$ cat src/ioc_pkg.sv
// Package of the IO configuration bank: offsets, field layouts, resets.
// Assumes a 32-bit AXI4-Lite register bus with 12 address bits.
package ioc_pkg;

	// ------------------------------------------------------------
	// Bus geometry
	// ------------------------------------------------------------
	localparam int ADDR_W = 12; // Byte address width
	localparam int DATA_W = 32; // Bus data width
	localparam int IDX_W = 8; // Register index width

	// ------------------------------------------------------------
	// Register indices; byte address is four times the index
	// ------------------------------------------------------------
	localparam logic [IDX_W-1:0] IDX_CFG_ONE = 8'h00; // First IO config
	localparam logic [IDX_W-1:0] IDX_CFG_TWO = 8'h01; // Second IO config
	localparam logic [IDX_W-1:0] IDX_OP_CTRL = 8'h02; // Operation control
	localparam logic [IDX_W-1:0] IDX_STATUS = 8'h03; // Block status view

	// ------------------------------------------------------------
	// Reset values and masks
	// ------------------------------------------------------------
	localparam logic [7:0] CFG_ONE_RST = 8'h00; // First config at reset
	localparam logic [7:0] CFG_TWO_RST = 8'h00; // Second config at reset
	localparam logic [7:0] OP_CTRL_RST = 8'h00; // Op control at reset
	localparam logic [7:0] CFG_ONE_WMASK = 8'hf7; // Reserved bit 3 held 0
	localparam logic [7:0] OP_CTRL_WMASK = 8'h80; // Only main enable kept
	localparam int OP_MAIN_EN_BIT = 7; // Main enable position

	// ------------------------------------------------------------
	// Bus responses
	// ------------------------------------------------------------
	localparam logic [1:0] RESP_OKAY = 2'h0; // Normal access
	localparam logic [1:0] RESP_DECERR = 2'h3; // Unmapped address

	// ------------------------------------------------------------
	// Host clock divider codes and half-period tick counts
	// ------------------------------------------------------------
	localparam logic [1:0] DIV_3M39 = 2'h0; // 3.39 MHz
	localparam logic [1:0] DIV_6M78 = 2'h1; // 6.78 MHz
	localparam logic [1:0] DIV_13M56 = 2'h2; // 13.56 MHz
	localparam logic [1:0] DIV_OFF = 2'h3; // Output held low
	localparam logic [2:0] HALF_3M39 = 3'h4; // Ticks per half period
	localparam logic [2:0] HALF_6M78 = 3'h2; // Ticks per half period
	localparam logic [2:0] HALF_13M56 = 3'h1; // Ticks per half period
	localparam logic [2:0] HALF_SLOW = 3'h1; // Slow tick per half period
	localparam logic [2:0] DIV_CNT_RST = 3'h0; // Divider count at reset

	// ------------------------------------------------------------
	// Register layouts
	// ------------------------------------------------------------
	typedef struct packed {
		logic single_drive; // 1: one driver only
		logic alt_driver_pair_select; // 1: second driver/input pair
		logic [1:0] i2c_hold_select; // Hold time, stored only
		logic reserved; // Reads zero
		logic [1:0] host_clock_divider; // Host clock frequency code
		logic slow_clock_suppress; // 1: no slow clock
	} ioc_cfg_one_type;

	typedef struct packed {
		logic low_supply_select; // Supply range, stored only
		logic regulator_off; // 1: digital regulator off
		logic tuning_enable; // Tuning converter enable
		logic sdo_pulldown_selected; // Pull-down while selected
		logic sdo_pulldown_deselected; // Pull-down while deselected
		logic drive_boost; // Stronger IO drivers
		logic modulation_ref_select; // 1: reference from RF supply
		logic active_sink; // Active sink on modulation supply
	} ioc_cfg_two_type;

	typedef struct packed {
		logic xtal_running; // Crystal oscillator runs
		logic host_clk; // Host clock level
		logic tuning_active; // Tuning converters running
		logic tuning_hold; // Tuning outputs fixed
		logic sdo_pulldown; // Pull-down on serial out
		logic enable_seen; // Main enable was ever set
		logic spi_mode; // Serial interface is SPI
		logic serial_select_n; // Chip select level
	} ioc_status_type;

endpackage

$ cat src/ioc_tick_divider.sv
// Tick-driven toggle divider for the host clock output.
// Assumes tick is a one-cycle pulse synchronous to aclk.
`timescale 1ns/1ns
module ioc_tick_divider
	import ioc_pkg::*;
(
	input wire logic aclk, // System clock
	input wire logic aresetn, // Synchronous reset, active low
	input wire logic clear, // Hold output low, restart count
	input wire logic tick, // Reference half-period event
	input wire logic [2:0] half_ticks, // Ticks per output half period
	output logic clk_out // Divided clock level
);

	// ------------------------------------------------------------
	// Counter and toggle
	// ------------------------------------------------------------
	logic [2:0] cnt_q; // Ticks seen this half period
	logic [2:0] cnt_next; // Incremented count
	logic wrap; // Half period complete

	assign cnt_next = cnt_q + 3'h1;
	assign wrap = tick && (cnt_next >= half_ticks);

	// Count ticks, toggle when a half period completes
	always_ff @(posedge aclk)
	begin
		if (!aresetn || clear)
		begin
			cnt_q <= DIV_CNT_RST;
			clk_out <= 1'b0;
		end
		else if (wrap)
		begin
			cnt_q <= DIV_CNT_RST;
			clk_out <= !clk_out;
		end
		else if (tick)
		begin
			cnt_q <= cnt_next;
		end
	end

endmodule

$ cat src/ioc_config_bank.sv
// IO configuration bank: two config registers, main enable, host clock.
// Assumes an AXI4-Lite master and tick pulses from the oscillators.
//
// Implementation choice: register access over AXI4-Lite.
`timescale 1ns/1ns
// Operation
// (RL1) Bit 7 picks differential or single driving
// (RL2) Bit 6 picks driver pair when single
// (RL3) Divider codes give 3.39/6.78/13.56 MHz
// (RL4) Code 11 holds host clock low
// (RL5) Slow clock when crystal stopped, unless suppressed
// (RL6) Tuning converters need tuning and main enable
// (RL7) Host sets main enable once before relying
// (RL8) SPI pull-down while selected and undriven
// (RL9) Pull-down while chip select high
// (RL10) Bit 2 raises IO drive strength
// (RL11) Bit 6 switches digital regulator off
// (RL12) Bit 1 picks modulation regulator reference
// (RL13) Host enables active sink with big capacitor
// (RL14) Main enable starts oscillator and regulators
// (RL15) Reset to zero, reserved bit reads zero
module ioc_config_bank
	import ioc_pkg::*;
(
	input wire logic aclk, // System clock, 20 MHz
	input wire logic aresetn, // Synchronous reset, active low
	input wire logic [ADDR_W-1:0] s_axi_awaddr, // Write address
	input wire logic [2:0] s_axi_awprot, // Write protection, unused
	input wire logic s_axi_awvalid, // Write address valid
	output logic s_axi_awready, // Write address ready
	input wire logic [DATA_W-1:0] s_axi_wdata, // Write data
	input wire logic [3:0] s_axi_wstrb, // Write byte strobes
	input wire logic s_axi_wvalid, // Write data valid
	output logic s_axi_wready, // Write data ready
	output logic [1:0] s_axi_bresp, // Write response
	output logic s_axi_bvalid, // Write response valid
	input wire logic s_axi_bready, // Write response ready
	input wire logic [ADDR_W-1:0] s_axi_araddr, // Read address
	input wire logic [2:0] s_axi_arprot, // Read protection, unused
	input wire logic s_axi_arvalid, // Read address valid
	output logic s_axi_arready, // Read address ready
	output logic [DATA_W-1:0] s_axi_rdata, // Read data
	output logic [1:0] s_axi_rresp, // Read response
	output logic s_axi_rvalid, // Read data valid
	input wire logic s_axi_rready, // Read data ready
	input wire logic xtal_running, // Crystal oscillator runs
	input wire logic xtal_tick, // 13.56 MHz half-period event
	input wire logic slow_tick, // 32 kHz half-period event
	input wire logic spi_mode, // Serial interface is SPI
	input wire logic serial_select_n, // Chip select, active low
	input wire logic sdo_driving, // Device drives serial out
	output logic single_drive, // One antenna driver only
	output logic alt_driver_pair_select, // Second pair in use
	output logic [1:0] i2c_hold_select, // Hold time setting
	output logic host_clk_out, // Host clock output level
	output logic drive_boost, // Stronger IO drivers
	output logic sdo_pulldown_en, // Pull-down on serial out
	output logic regulator_off, // Digital regulator off
	output logic low_supply_select, // Supply range setting
	output logic modulation_ref_select, // Regulator reference
	output logic active_sink_en, // Active sink enabled
	output logic tuning_dac_active, // Tuning converters running
	output logic tuning_dac_hold, // Tuning outputs fixed
	output logic main_enable // Oscillator, regulators, ready
);

	// ------------------------------------------------------------
	// Registers
	// ------------------------------------------------------------
	ioc_cfg_one_type cfg_one_q; // First IO config
	ioc_cfg_two_type cfg_two_q; // Second IO config
	logic [7:0] op_ctrl_q; // Operation control
	logic enable_seen_q; // Main enable was set once
	logic host_clk_q; // Registered host clock
	logic host_clk_d; // Next host clock
	logic dac_active_q; // Tuning converters running
	logic dac_hold_q; // Tuning outputs fixed
	logic pulldown_q; // Pull-down state
	logic pulldown_d; // Next pull-down state
	logic bvalid_q; // Write response pending
	logic [1:0] bresp_q; // Write response code
	logic rvalid_q; // Read data pending
	logic [1:0] rresp_q; // Read response code
	logic [DATA_W-1:0] rdata_q; // Read data
	ioc_status_type status; // Live status view

	// ------------------------------------------------------------
	// Write address decode
	// ------------------------------------------------------------
	logic wr_take; // Address and data taken together
	logic [IDX_W-1:0] wr_idx; // Word index written
	logic wr_high_zero; // Upper address bits clear
	logic wr_cfg_one; // Hit on first config
	logic wr_cfg_two; // Hit on second config
	logic wr_op_ctrl; // Hit on operation control
	logic wr_status; // Hit on read-only status
	logic wr_mapped; // Any known register
	logic wr_lane0; // Low byte lane enabled

	assign wr_take = s_axi_awvalid && s_axi_wvalid && !bvalid_q;
	assign s_axi_awready = wr_take;
	assign s_axi_wready = wr_take;
	assign wr_idx = s_axi_awaddr[IDX_W+1:2];
	assign wr_high_zero = (s_axi_awaddr[ADDR_W-1:IDX_W+2] == '0);
	assign wr_cfg_one = wr_high_zero && (wr_idx == IDX_CFG_ONE);
	assign wr_cfg_two = wr_high_zero && (wr_idx == IDX_CFG_TWO);
	assign wr_op_ctrl = wr_high_zero && (wr_idx == IDX_OP_CTRL);
	assign wr_status = wr_high_zero && (wr_idx == IDX_STATUS);
	assign wr_mapped = wr_cfg_one || wr_cfg_two || wr_op_ctrl || wr_status;
	assign wr_lane0 = wr_take && s_axi_wstrb[0];

	// ------------------------------------------------------------
	// Read address decode
	// ------------------------------------------------------------
	logic rd_take; // Read address taken
	logic [IDX_W-1:0] rd_idx; // Word index read
	logic rd_high_zero; // Upper address bits clear
	logic rd_mapped; // Known register
	logic [7:0] rd_byte; // Selected register value

	assign rd_take = s_axi_arvalid && !rvalid_q;
	assign s_axi_arready = rd_take;
	assign rd_idx = s_axi_araddr[IDX_W+1:2];
	assign rd_high_zero = (s_axi_araddr[ADDR_W-1:IDX_W+2] == '0);
	assign rd_mapped = rd_high_zero && (rd_idx <= IDX_STATUS);
	assign rd_byte = !rd_high_zero ? 8'h00 :
		(rd_idx == IDX_CFG_ONE) ? (cfg_one_q & CFG_ONE_WMASK) : // RL15
		(rd_idx == IDX_CFG_TWO) ? cfg_two_q :
		(rd_idx == IDX_OP_CTRL) ? op_ctrl_q :
		(rd_idx == IDX_STATUS) ? status : 8'h00;

	// ------------------------------------------------------------
	// Register writes
	// ------------------------------------------------------------
	// Config and control update on an accepted low-lane write
	always_ff @(posedge aclk)
	begin
		if (!aresetn)
		begin
			cfg_one_q <= CFG_ONE_RST; // RL15
			cfg_two_q <= CFG_TWO_RST; // RL15
			op_ctrl_q <= OP_CTRL_RST;
		end
		else if (wr_lane0)
		begin
			if (wr_cfg_one)
				cfg_one_q <= s_axi_wdata[7:0] & CFG_ONE_WMASK; // RL15
			if (wr_cfg_two)
				cfg_two_q <= s_axi_wdata[7:0];
			if (wr_op_ctrl)
				op_ctrl_q <= s_axi_wdata[7:0] & OP_CTRL_WMASK;
		end
	end

	// ------------------------------------------------------------
	// Bus responses
	// ------------------------------------------------------------
	// Write response one cycle after the take
	always_ff @(posedge aclk)
	begin
		if (!aresetn)
		begin
			bvalid_q <= 1'b0;
			bresp_q <= RESP_OKAY;
		end
		else if (wr_take)
		begin
			bvalid_q <= 1'b1;
			bresp_q <= wr_mapped ? RESP_OKAY : RESP_DECERR;
		end
		else if (s_axi_bready)
		begin
			bvalid_q <= 1'b0;
		end
	end

	// Read data captured at the address take
	always_ff @(posedge aclk)
	begin
		if (!aresetn)
		begin
			rvalid_q <= 1'b0;
			rresp_q <= RESP_OKAY;
			rdata_q <= '0;
		end
		else if (rd_take)
		begin
			rvalid_q <= 1'b1;
			rresp_q <= rd_mapped ? RESP_OKAY : RESP_DECERR;
			rdata_q <= {24'h000000, rd_byte};
		end
		else if (s_axi_rready)
		begin
			rvalid_q <= 1'b0;
		end
	end

	assign s_axi_bvalid = bvalid_q;
	assign s_axi_bresp = bresp_q;
	assign s_axi_rvalid = rvalid_q;
	assign s_axi_rresp = rresp_q;
	assign s_axi_rdata = rdata_q;

	// ------------------------------------------------------------
	// Host clock generation
	// ------------------------------------------------------------
	logic [1:0] div_code; // Selected divider code
	logic [2:0] xtal_half; // Ticks per half period
	logic clk_off; // Output disabled
	logic xtal_div_clk; // Divided crystal clock
	logic slow_clk; // Slow clock level

	assign div_code = cfg_one_q.host_clock_divider;
	assign clk_off = (div_code == DIV_OFF); // RL4
	assign xtal_half = (div_code == DIV_13M56) ? HALF_13M56 : // RL3
		(div_code == DIV_6M78) ? HALF_6M78 : HALF_3M39; // RL3

	// Crystal-derived divider, restarted when stopped or off
	ioc_tick_divider u_xtal_div (
		.aclk(aclk),
		.aresetn(aresetn),
		.clear(clk_off || !xtal_running),
		.tick(xtal_tick),
		.half_ticks(xtal_half),
		.clk_out(xtal_div_clk)
	);

	// Slow clock follows its own half-period ticks
	ioc_tick_divider u_slow_div (
		.aclk(aclk),
		.aresetn(aresetn),
		.clear(clk_off || xtal_running),
		.tick(slow_tick),
		.half_ticks(HALF_SLOW),
		.clk_out(slow_clk)
	);

	// Source select: off, crystal, slow, or held low
	assign host_clk_d = clk_off ? 1'b0 : // RL4
		xtal_running ? xtal_div_clk : // RL3
		!cfg_one_q.slow_clock_suppress ? slow_clk : 1'b0; // RL5

	// ------------------------------------------------------------
	// Tuning converters, pull-downs, main enable
	// ------------------------------------------------------------
	assign main_enable = op_ctrl_q[OP_MAIN_EN_BIT]; // RL14

	// Serial out pull-down per chip select level
	assign pulldown_d = (spi_mode && !serial_select_n && !sdo_driving &&
		cfg_two_q.sdo_pulldown_selected) || // RL8
		(serial_select_n && cfg_two_q.sdo_pulldown_deselected); // RL9

	// Derived outputs registered
	always_ff @(posedge aclk)
	begin
		if (!aresetn)
		begin
			host_clk_q <= 1'b0;
			enable_seen_q <= 1'b0;
			dac_active_q <= 1'b0;
			dac_hold_q <= 1'b0;
			pulldown_q <= 1'b0;
		end
		else
		begin
			host_clk_q <= host_clk_d;
			enable_seen_q <= enable_seen_q || main_enable;
			dac_active_q <= cfg_two_q.tuning_enable && main_enable; // RL6
			dac_hold_q <= cfg_two_q.tuning_enable && !main_enable &&
				enable_seen_q; // RL6
			pulldown_q <= pulldown_d;
		end
	end

	// ------------------------------------------------------------
	// Outputs and status
	// ------------------------------------------------------------
	assign single_drive = cfg_one_q.single_drive; // RL1
	assign alt_driver_pair_select = cfg_one_q.single_drive &&
		cfg_one_q.alt_driver_pair_select; // RL2
	assign i2c_hold_select = cfg_one_q.i2c_hold_select;
	assign host_clk_out = host_clk_q;
	assign drive_boost = cfg_two_q.drive_boost; // RL10
	assign sdo_pulldown_en = pulldown_q;
	assign regulator_off = cfg_two_q.regulator_off; // RL11
	assign low_supply_select = cfg_two_q.low_supply_select;
	assign modulation_ref_select = cfg_two_q.modulation_ref_select; // RL12
	assign active_sink_en = cfg_two_q.active_sink;
	assign tuning_dac_active = dac_active_q;
	assign tuning_dac_hold = dac_hold_q;

	assign status.xtal_running = xtal_running;
	assign status.host_clk = host_clk_q;
	assign status.tuning_active = dac_active_q;
	assign status.tuning_hold = dac_hold_q;
	assign status.sdo_pulldown = pulldown_q;
	assign status.enable_seen = enable_seen_q;
	assign status.spi_mode = spi_mode;
	assign status.serial_select_n = serial_select_n;

	logic [IDX_W-1:0] rd_idx_q; // Index of last read
	always_ff @(posedge aclk)
	begin
		if (!aresetn)
			rd_idx_q <= '0;
		else if (rd_take)
			rd_idx_q <= rd_idx;
	end
endmodule

$ cat config.mk
export PLATFORM = sky130hd
export DESIGN_NAME = ioc_config_bank
export DESIGN_NICKNAME = d
export VERILOG_FILES = /design/src/ioc_pkg.sv /design/src/ioc_tick_divider.sv /design/src/ioc_config_bank.sv
export SDC_FILE = /design/constraint.sdc
export NUM_CORES = 1
export LEC_CHECK = 0
export BUFFER_PORTS_ARGS = -buffer_cell sky130_fd_sc_hd__buf_2
export CORE_MARGIN = 2
export CORE_UTILIZATION = 44
export CTS_CLUSTER_SIZE = 24
export DETAILED_ROUTE_END_ITERATION = 6
export GPL_ROUTABILITY_DRIVEN = 0
export PLACE_DENSITY = 0.81
export SLEW_MARGIN = 40
export SYNTH_ARGS = -nofsm -noshare
export SYNTH_HDL_FRONTEND = slang
export SYNTH_HIERARCHICAL = 1
export SYNTH_SLANG_ARGS = --single-unit
$ cat constraint.sdc
create_clock -name aclk -period 2.2 [get_ports aclk]
set_clock_uncertainty 0.1 [all_clocks]
set_input_delay 0.33 -clock aclk [delete_from_list [all_inputs] [get_ports aclk]]
set_output_delay 0.33 -clock aclk [all_outputs]
set_load 0.02 [all_outputs]
==> results.txt, run 1 <==
- After synthesis the cells add up to 0.00228 sq mm.
- For this run, the total global-route usage over all layers was measured as 16.8%.
* Post-route insts no fill: 383
* Core box area: 0.00504 sq mm
* Global-route wire length before repair: 7900 microns
- Worst-case clock buffer depth: 2
* Final setup TNS: 0 ns
* Root buffer selected by CTS: clkbuf_8
- Required arrival time at the worst endpoint: 2.33 ns
- Once the clock tree was built, the resizer swapped 0 gates to a different size.
- The cell count after synthesis came out at 244.
* Initial antenna violation count: 0
* Avg Synthesized Cell Area: 9.36 sq um
* Placed cell count: 375
- Layout cell share with drive strength beyond 1: 31.6%
- Setup repair after global routing left no endpoint under its margin.
- In this run the post-CTS setup repair buffer count came out at 0.
* Commonest non-fill, non-tap cells in the layout: buf_2 (72), dfxtp_1 (41), nand2_1 (38)
- Hold Path Class: in -> reg
- Relative to the synthesized area, the layout overhead comes to 18.7%.
- At the end of the flow the core is filled with cells to 53.8%.
- The die is 76.0 microns wide.
- The initial utilization of the core area, before any placement, comes to 45.3%.
- The synthesized design contains 41 register bits.
* Setup WS pre-CTS: 0.167 ns
- Share of the clock period used by the worst path after layout: 92.4%
* Starting DRC count in detailed routing: 86
- The routed design has 4850 microns of wire.
- The final hold violation count is 0.
* Kind of critical path: reg -> reg
- After layout, the minimum clock period comes to 2.03 ns.
- After detailed routing, the number of vias per cell comes to 4.89.
- Top cell type by total area after synthesis: dfxtp_1
- In this run the static leakage power is 1.37 nW.
- First drt pass iteration count: 4
- H-tree Lvls: 2
* Clock Latency Late Sink: 0.30 ns
- After synthesis, the cell types taking the most area are dfxtp_1 (36%), buf_4 (9.5%), mux2i_1 (7.0%).
* Detailed placer's ending HPWL: 3650 microns
- Total power divided by cell area: 586 mW/mm^2
- Achievable clock frequency: 0.492 GHz
* Slack of the critical path: 0.167 ns
* Share of the yosys chip area belonging to registers: 35.9%
* Cts-stage hold buffer count: 0
* Via count: 1,872
- CP max FO: 6
- Across the run, the number of max-cap violations was 0.
* Max Transition Viols Final: 0
- Number of warnings printed during yosys synthesis: 6
* Clock buffers created by TritonCTS: 5
* Cell Rows: 26
- Capturing element type of the critical path: register
- Post-layout net count: 402
- Synthesis instantiated 43 different standard cells from the library.
- The floorplan step defined a die boundary enclosing 0.00578 sq mm.
- The clock drives 41 sinks.
* Count of boundary I/O pins: 134
* Number of enable-type register cells in the synthesized netlist: 0
* Startpoint Class: register
- Chip height: 76.0 microns
* Number of remaining DRC errors: 0
* TritonCTS clock tree: done
* Pin count of the biggest net entering global routing: 23
- The number of global-route vias before repair is 1,717.
- Arrival time at the worst endpoint: 2.16 ns
- Average wire per standard cell: 12.7 microns
- Post-synth top flop: dfxtp_1
* Port Buffer Count: 72
* Leading cell type in the layout, fill and taps excluded: buf_2
* Diode count: 0
- Number of nets still failing antenna checks after routing: 0
* Number of endpoints failing setup at the final stage: 0
- Sum of overflow across all layers after global routing: 0
* Clock slew at the register clock pins of the worst setup and hold paths: 0.08 ns
- The synthesized design devotes to its leading area cell type 35.9% of total area.
* Largest voltage drop on the vdd net: 0.432 mV
- Async SR Flop Fraction: 0%
- Status: finished, final reports clean
==> registers in the layout (all words and copies together), names as in the netlist, 2 cells and up <==
| name | count |
|---|---|
| u_slow_div/cnt_q | 3 |
| i2c_hold_select | 2 |
| s_axi_rdata | 8 |
| cfg_two_q | 3 |
| cfg_one_q | 2 |
| u_xtal_div/cnt_q | 3 |
| div_code | 2 |
==> logic make-up after synthesis <==
| family | Yosys count | share of synthesized area (%) |
|---|---|---|
| flip-flops | 41 | 35.9 |
| AND/OR/NAND/NOR | 81 | 21.9 |
| other | 2 | 0.329 |
| buffers and inverters | 47 | 12.6 |
| adder cells (fa/ha/maj) | 11 | 6.03 |
| multiplexers | 24 | 11.5 |
| XOR/XNOR | 2 | 0.767 |
| AO/OA/AOI/OAI | 36 | 11.0 |
==> metal layers <==
metal  track usage (%)  part of all wire [%]  vias up
met5                 0                     0        -
met4              4.91                  0.95        0
met1              20.4                    44      863
met3              5.45                   6.4        6
li1                  -                     -      940
met2              28.6                    49       63
==> worst max-delay path, cell delays in order, from the launching register on <==
cell	delay, ns
dfxtp_1	0.42
inv_1	0.07
ha_1	0.27
inv_1	0.05
ha_1	0.33
a21o_1	0.22
a31oi_4	0.21
nand4b_1	0.13
a31oi_1	0.17
==> synthesized netlist by cell type (all sizes together) (2+ instances only) <==
library cell / instances
dfxtp: 41
nand2: 38
buf: 31
mux2i: 16
ha: 11
inv: 9
a22oi: 7
clkbuf: 7
mux2: 7
o22ai: 7
a21oi: 6
nand2b: 6
a31oi: 5
nand4: 5
nor4: 5
nand3b: 4
nand3: 3
nor2: 3
nor2b: 3
nor3b: 3
o21ai: 3
a21o: 2
and3b: 2
conb: 2
nand4b: 2
nor4b: 2
o211a: 2
o21a: 2
or3: 2
xor2: 2
==> metrics by stage <==
| stage | instance area, sq um | hold WS, ns | total power, mW |
|---|---|---|---|
| floorplan | 2380 | 0.336 | 0.939 |
| global placement | 2590 | 0.347 | 0.970 |
| detailed placement | 2590 | 0.357 | 0.973 |
| CTS | 2700 | 0.174 | 1.60 |
| global route | 2710 | 0.171 | 1.64 |
| finish | 2710 | 0.176 | 1.59 |
==> where the power goes <==
group | internal (mW) | switching (mW) | total [mW]
logic | 0.0706 | 0.131 | 0.202
registers | 0.750 | 0.00688 | 0.757
clock network | 0.370 | 0.259 | 0.629
==> final cells by class <==
cell class / count / area, sq um
clock buffers: 7 / 86.3
fillers: 471 / 2330
flip-flops and latches: 41 / 821
repair buffers: 74 / 375
well taps: 70 / 87.6
multi-input cells: 181 / 1280
inverters: 9 / 33.8
clock inverters: 1 / 30.0
==> path summary, 6_finish.rpt <==
path                            start             endpoint  slack [ns]  depth (start not counted)
setup / recovery          div_code[0]  u_xtal_div/cnt_q[2]        0.17                          8
hold / removal         s_axi_wdata[3]         cfg_two_q[3]        0.18                          3
setup reg to reg          div_code[0]  u_xtal_div/cnt_q[2]        0.17                          8
hold reg to reg   u_xtal_div/cnt_q[1]  u_xtal_div/cnt_q[1]        0.37                          2
No activity file was read; power rests on OpenSTA's default activity.
==> run 2, diff against run 1 <==
BUFFER_PORTS_ARGS = default   (was -buffer_cell sky130_fd_sc_hd__buf_2)
CORE_UTILIZATION = 60   (was 44)
DONT_BUFFER_PORTS = 1   (was default)
PLACE_DENSITY = 0.76   (was 0.81)
==> run 2 against run 1 <==
Net effect:
- power fell by 4.7%
- maximum frequency shrank 0.77%
- first-iteration DRC count is 33% lower
- global-route usage up 4.1 points
- wire length shrank 8.6%
- register-to-register slack lost 0.02 ns
- core utilization rose by 9.6 points
- clock power about the same
- cell area fell by 14%
- flip-flop and latch count stayed put
- via count is 13% lower
- critical path type unchanged
==> results.txt, run 2 (same netlist as run 1, synthesis figures left out) <==
* Total power divided by cell area: 653 mW/mm^2 (+11%)
- Area of the multi-input gates: 0.00127 sq mm (-0.69%)
- The tightest min-delay check is of the in -> reg type.
* Static power due to leakage: 1.04 nW (-24%)
- The count of H-tree levels built during CTS came to 2 (unchanged).
* Post-route insts no fill: 289 (-25%)
- STA classifies the critical path startpoint as a register.
- Setup repair after global routing left no endpoint under its margin.
* Minimum clock period after layout: 2.05 ns (+0.0158 ns)
* Reg2reg path depth: 8 (unchanged)
* Top layer in use: met4
- The total die area was 0.00432 sq mm (-25%).
- Number of hold violations in the final report: 0 (unchanged)
- Clock slew at the register clock pins of the worst setup and hold paths: 0.08 ns (about the same)
- Drt total wl: 4430 microns (-8.6%)
- The buffer depth of the longest clock path was 2 (unchanged).
- Max Transition Viols Final: 0 (unchanged)
- Cell internal power dissipation: 1.16 mW (-2.9%)
- The flip-flop count of the largest register after layout is 8 (unchanged).
* Global-route wire length before repair: 6920 microns (-12%)
- Horizontal die dimension: 65.7 microns (-14%)
- The library cells used most frequently in the layout, excluding fill and tap cells, are dfxtp_1 (41), nand2_1 (38), conb_1 (27).
- The largest net degree at the start of global routing was 44 (+91%).
* Required arrival time at the worst endpoint: 2.32 ns (about the same)
- Instance count along the most critical hold path: 1 (-2)
- Reg-to-reg setup timing slack: 0.15 ns (-0.02 ns)
* Final setup TNS: 0 ns (unchanged)
- The largest driver fanout on the critical path is 6 (unchanged).
* Layout cell share with drive strength beyond 1: 11.6% (-20 points)
- The post-placement cell count was 281 (-25%).
* Final hold slack: 0.0669 ns (-0.109 ns)
* FF-to-FF Start: div_code[0]
* Combinational Power Share: 7.8% (-4.9 points)
- Cts-stage hold buffer count: 0 (unchanged)
* Largest voltage drop on the vdd net: 0.364 mV (-16%)
- Kind of critical path: reg -> reg
- Overall power after layout: 1.51 mW (-4.7%)
- Share of the clock period used by the worst path after layout: 93.1% (+0.72 points)
- Detail-routed via count per cell: 5.66 (+16%)
- The data arrival time of the worst path is 2.17 ns (about the same).
* Post-CTS setup-driven buffer insertion count: 0 (unchanged)
- Reported net switching power: 0.357 mW (-10%)
- The clock network latency to the later pin of the worst-skew pair was 0.29 ns (about the same).
* Routed length on met3: 447 microns (+43%)
- The register share of total power came to 50.8% (+3.1 points).
- Status: finished, final reports clean
* Overall track demand over capacity in global routing: 20.9% (+4.1 points)
- Diode count: 0 (unchanged)
* Via count: 1,636 (-13%)
- The endpoint identified for the worst register-to-register timing path is u_xtal_div/cnt_q[2].
- The final antenna-violating net count was 0 (unchanged).
- Timing startpoint of the critical path: div_code[0]
- The initial detailed-routing violation count came to 58 (-33%).
- Timing endpoint of the critical path: u_xtal_div/cnt_q[2]
- Leaving out fill and tap cells, the most frequent cell in the layout is dfxtp_1.
* Post-layout net count: 330 (-18%)
- The routed length on met1 is 1800 microns (-15%).
- The number of port buffers came to 0 (-100%).
- The total setup violations reported at the end of the flow is 0 (unchanged).
- Compared with the post-synthesis result, the final layout area differs by 1.53%.
- Chip height: 65.7 microns (-14%)
* Initial antenna violation count: 0 (unchanged)
* Starting utilization of the core area: 62.4% (+17 points)
- The first-pass iteration count of the detailed router came to 4 (unchanged).
* TritonCTS clock tree: done
- The number of clock sinks is 41 (unchanged).
- The wire length per cell was 15.3 microns (+21%).
* Count of maximum capacitance violations: 0 (unchanged)
- Number of remaining DRC errors: 0 (unchanged)
- Total of fill cells in the finished design: 326 (-31%)
* Root buffer selected by CTS: clkbuf_8
- The proportion of total power due to net switching is 23.6% (-1.4 points).
- The core region area was 0.00366 sq mm (-27%).
- The clock network power share came to 41.5% (+1.9 points).
- The number of global-route vias before repair was 1,511 (-12%).
* Count of boundary I/O pins: 134 (unchanged)
- The detailed placer's ending HPWL was 3330 microns (-8.9%).
- The timing-limited maximum frequency came to 0.488 GHz (-0.77%).
* Clock buffers created by TritonCTS: 5 (unchanged)
- Capturing element type of the critical path: register
* Cell Rows: 22 (-15%)
- Resized Gates After CTS: 0 (unchanged)
- The remaining global-route overflow came to 0 (unchanged).
- The detailed-routed wire length on met2 was 2140 microns (-9.7%).
- Total area of sequential cells: 821 sq um (unchanged)
[run 2: changes by cell type in the layout (fill, tap and decap cells not counted), sizes merged]
| cell | delta |
|---|---|
| clkbuf | -1 |
| clkinvlp | +1 |
| buf | -72 |
[run 2: layout make-up]
cell class	count	area share (%)
multi-input cells	181	54.7
clock buffers	6	3.56
inverters	9	1.46
flip-flops and latches	41	35.4
clock inverters	2	1.62
repair buffers	2	0.648
well taps	48	2.59
[run 2: per-stage QoR]
step	worst slack, ns	cell area, sq um	util (%)
5_1_grt	0.00931	2320	63.3
6_report	0.151	2320	63.3
3_5_place_dp	0.174	2200	60.0
4_1_cts	0.141	2320	63.3
2_1_floorplan	0.347	2380	-
3_3_place_gp	0.222	2200	60.0
[run 2: critical path: stages, from the launching register on]
cell and delay (ns):
dfxtp_1 0.42, inv_1 0.07, ha_1 0.28, inv_1 0.04, ha_1 0.32, a21o_1 0.19, a31oi_2 0.26, nand4b_1 0.13
a31oi_1 0.16
[run 2: per-layer routing]
layer,up-vias,GRT usage [%]
li1,795,-
met1,770,24.9
met2,67,32.7
met3,4,9.93
met4,0,7.29
met5,-,0
[run 2: power groups by stage]
stage | sequential (mW) | combinational, mW | clock, mW
2_1_floorplan | 0.780 | 0.159 | 0
3_3_place_gp | 0.785 | 0.114 | 0
3_5_place_dp | 0.786 | 0.117 | 0
4_1_cts | 0.768 | 0.117 | 0.640
5_1_grt | 0.770 | 0.129 | 0.682
6_report | 0.768 | 0.118 | 0.628
[run 2: how the worst min path moves through the flow]
stage | startpoint | endpoint | slack (ns)
finish | aresetn | enable_seen_q | 0.07
global placement | u_xtal_div/cnt_q[1] | u_xtal_div/cnt_q[1] | 0.35
floorplan | u_slow_div/cnt_q[1] | u_slow_div/cnt_q[1] | 0.34
global route | s_axi_arvalid | s_axi_rvalid | 0.06
CTS | aresetn | enable_seen_q | 0.05
detailed placement | u_slow_div/cnt_q[1] | u_slow_div/cnt_q[1] | 0.35
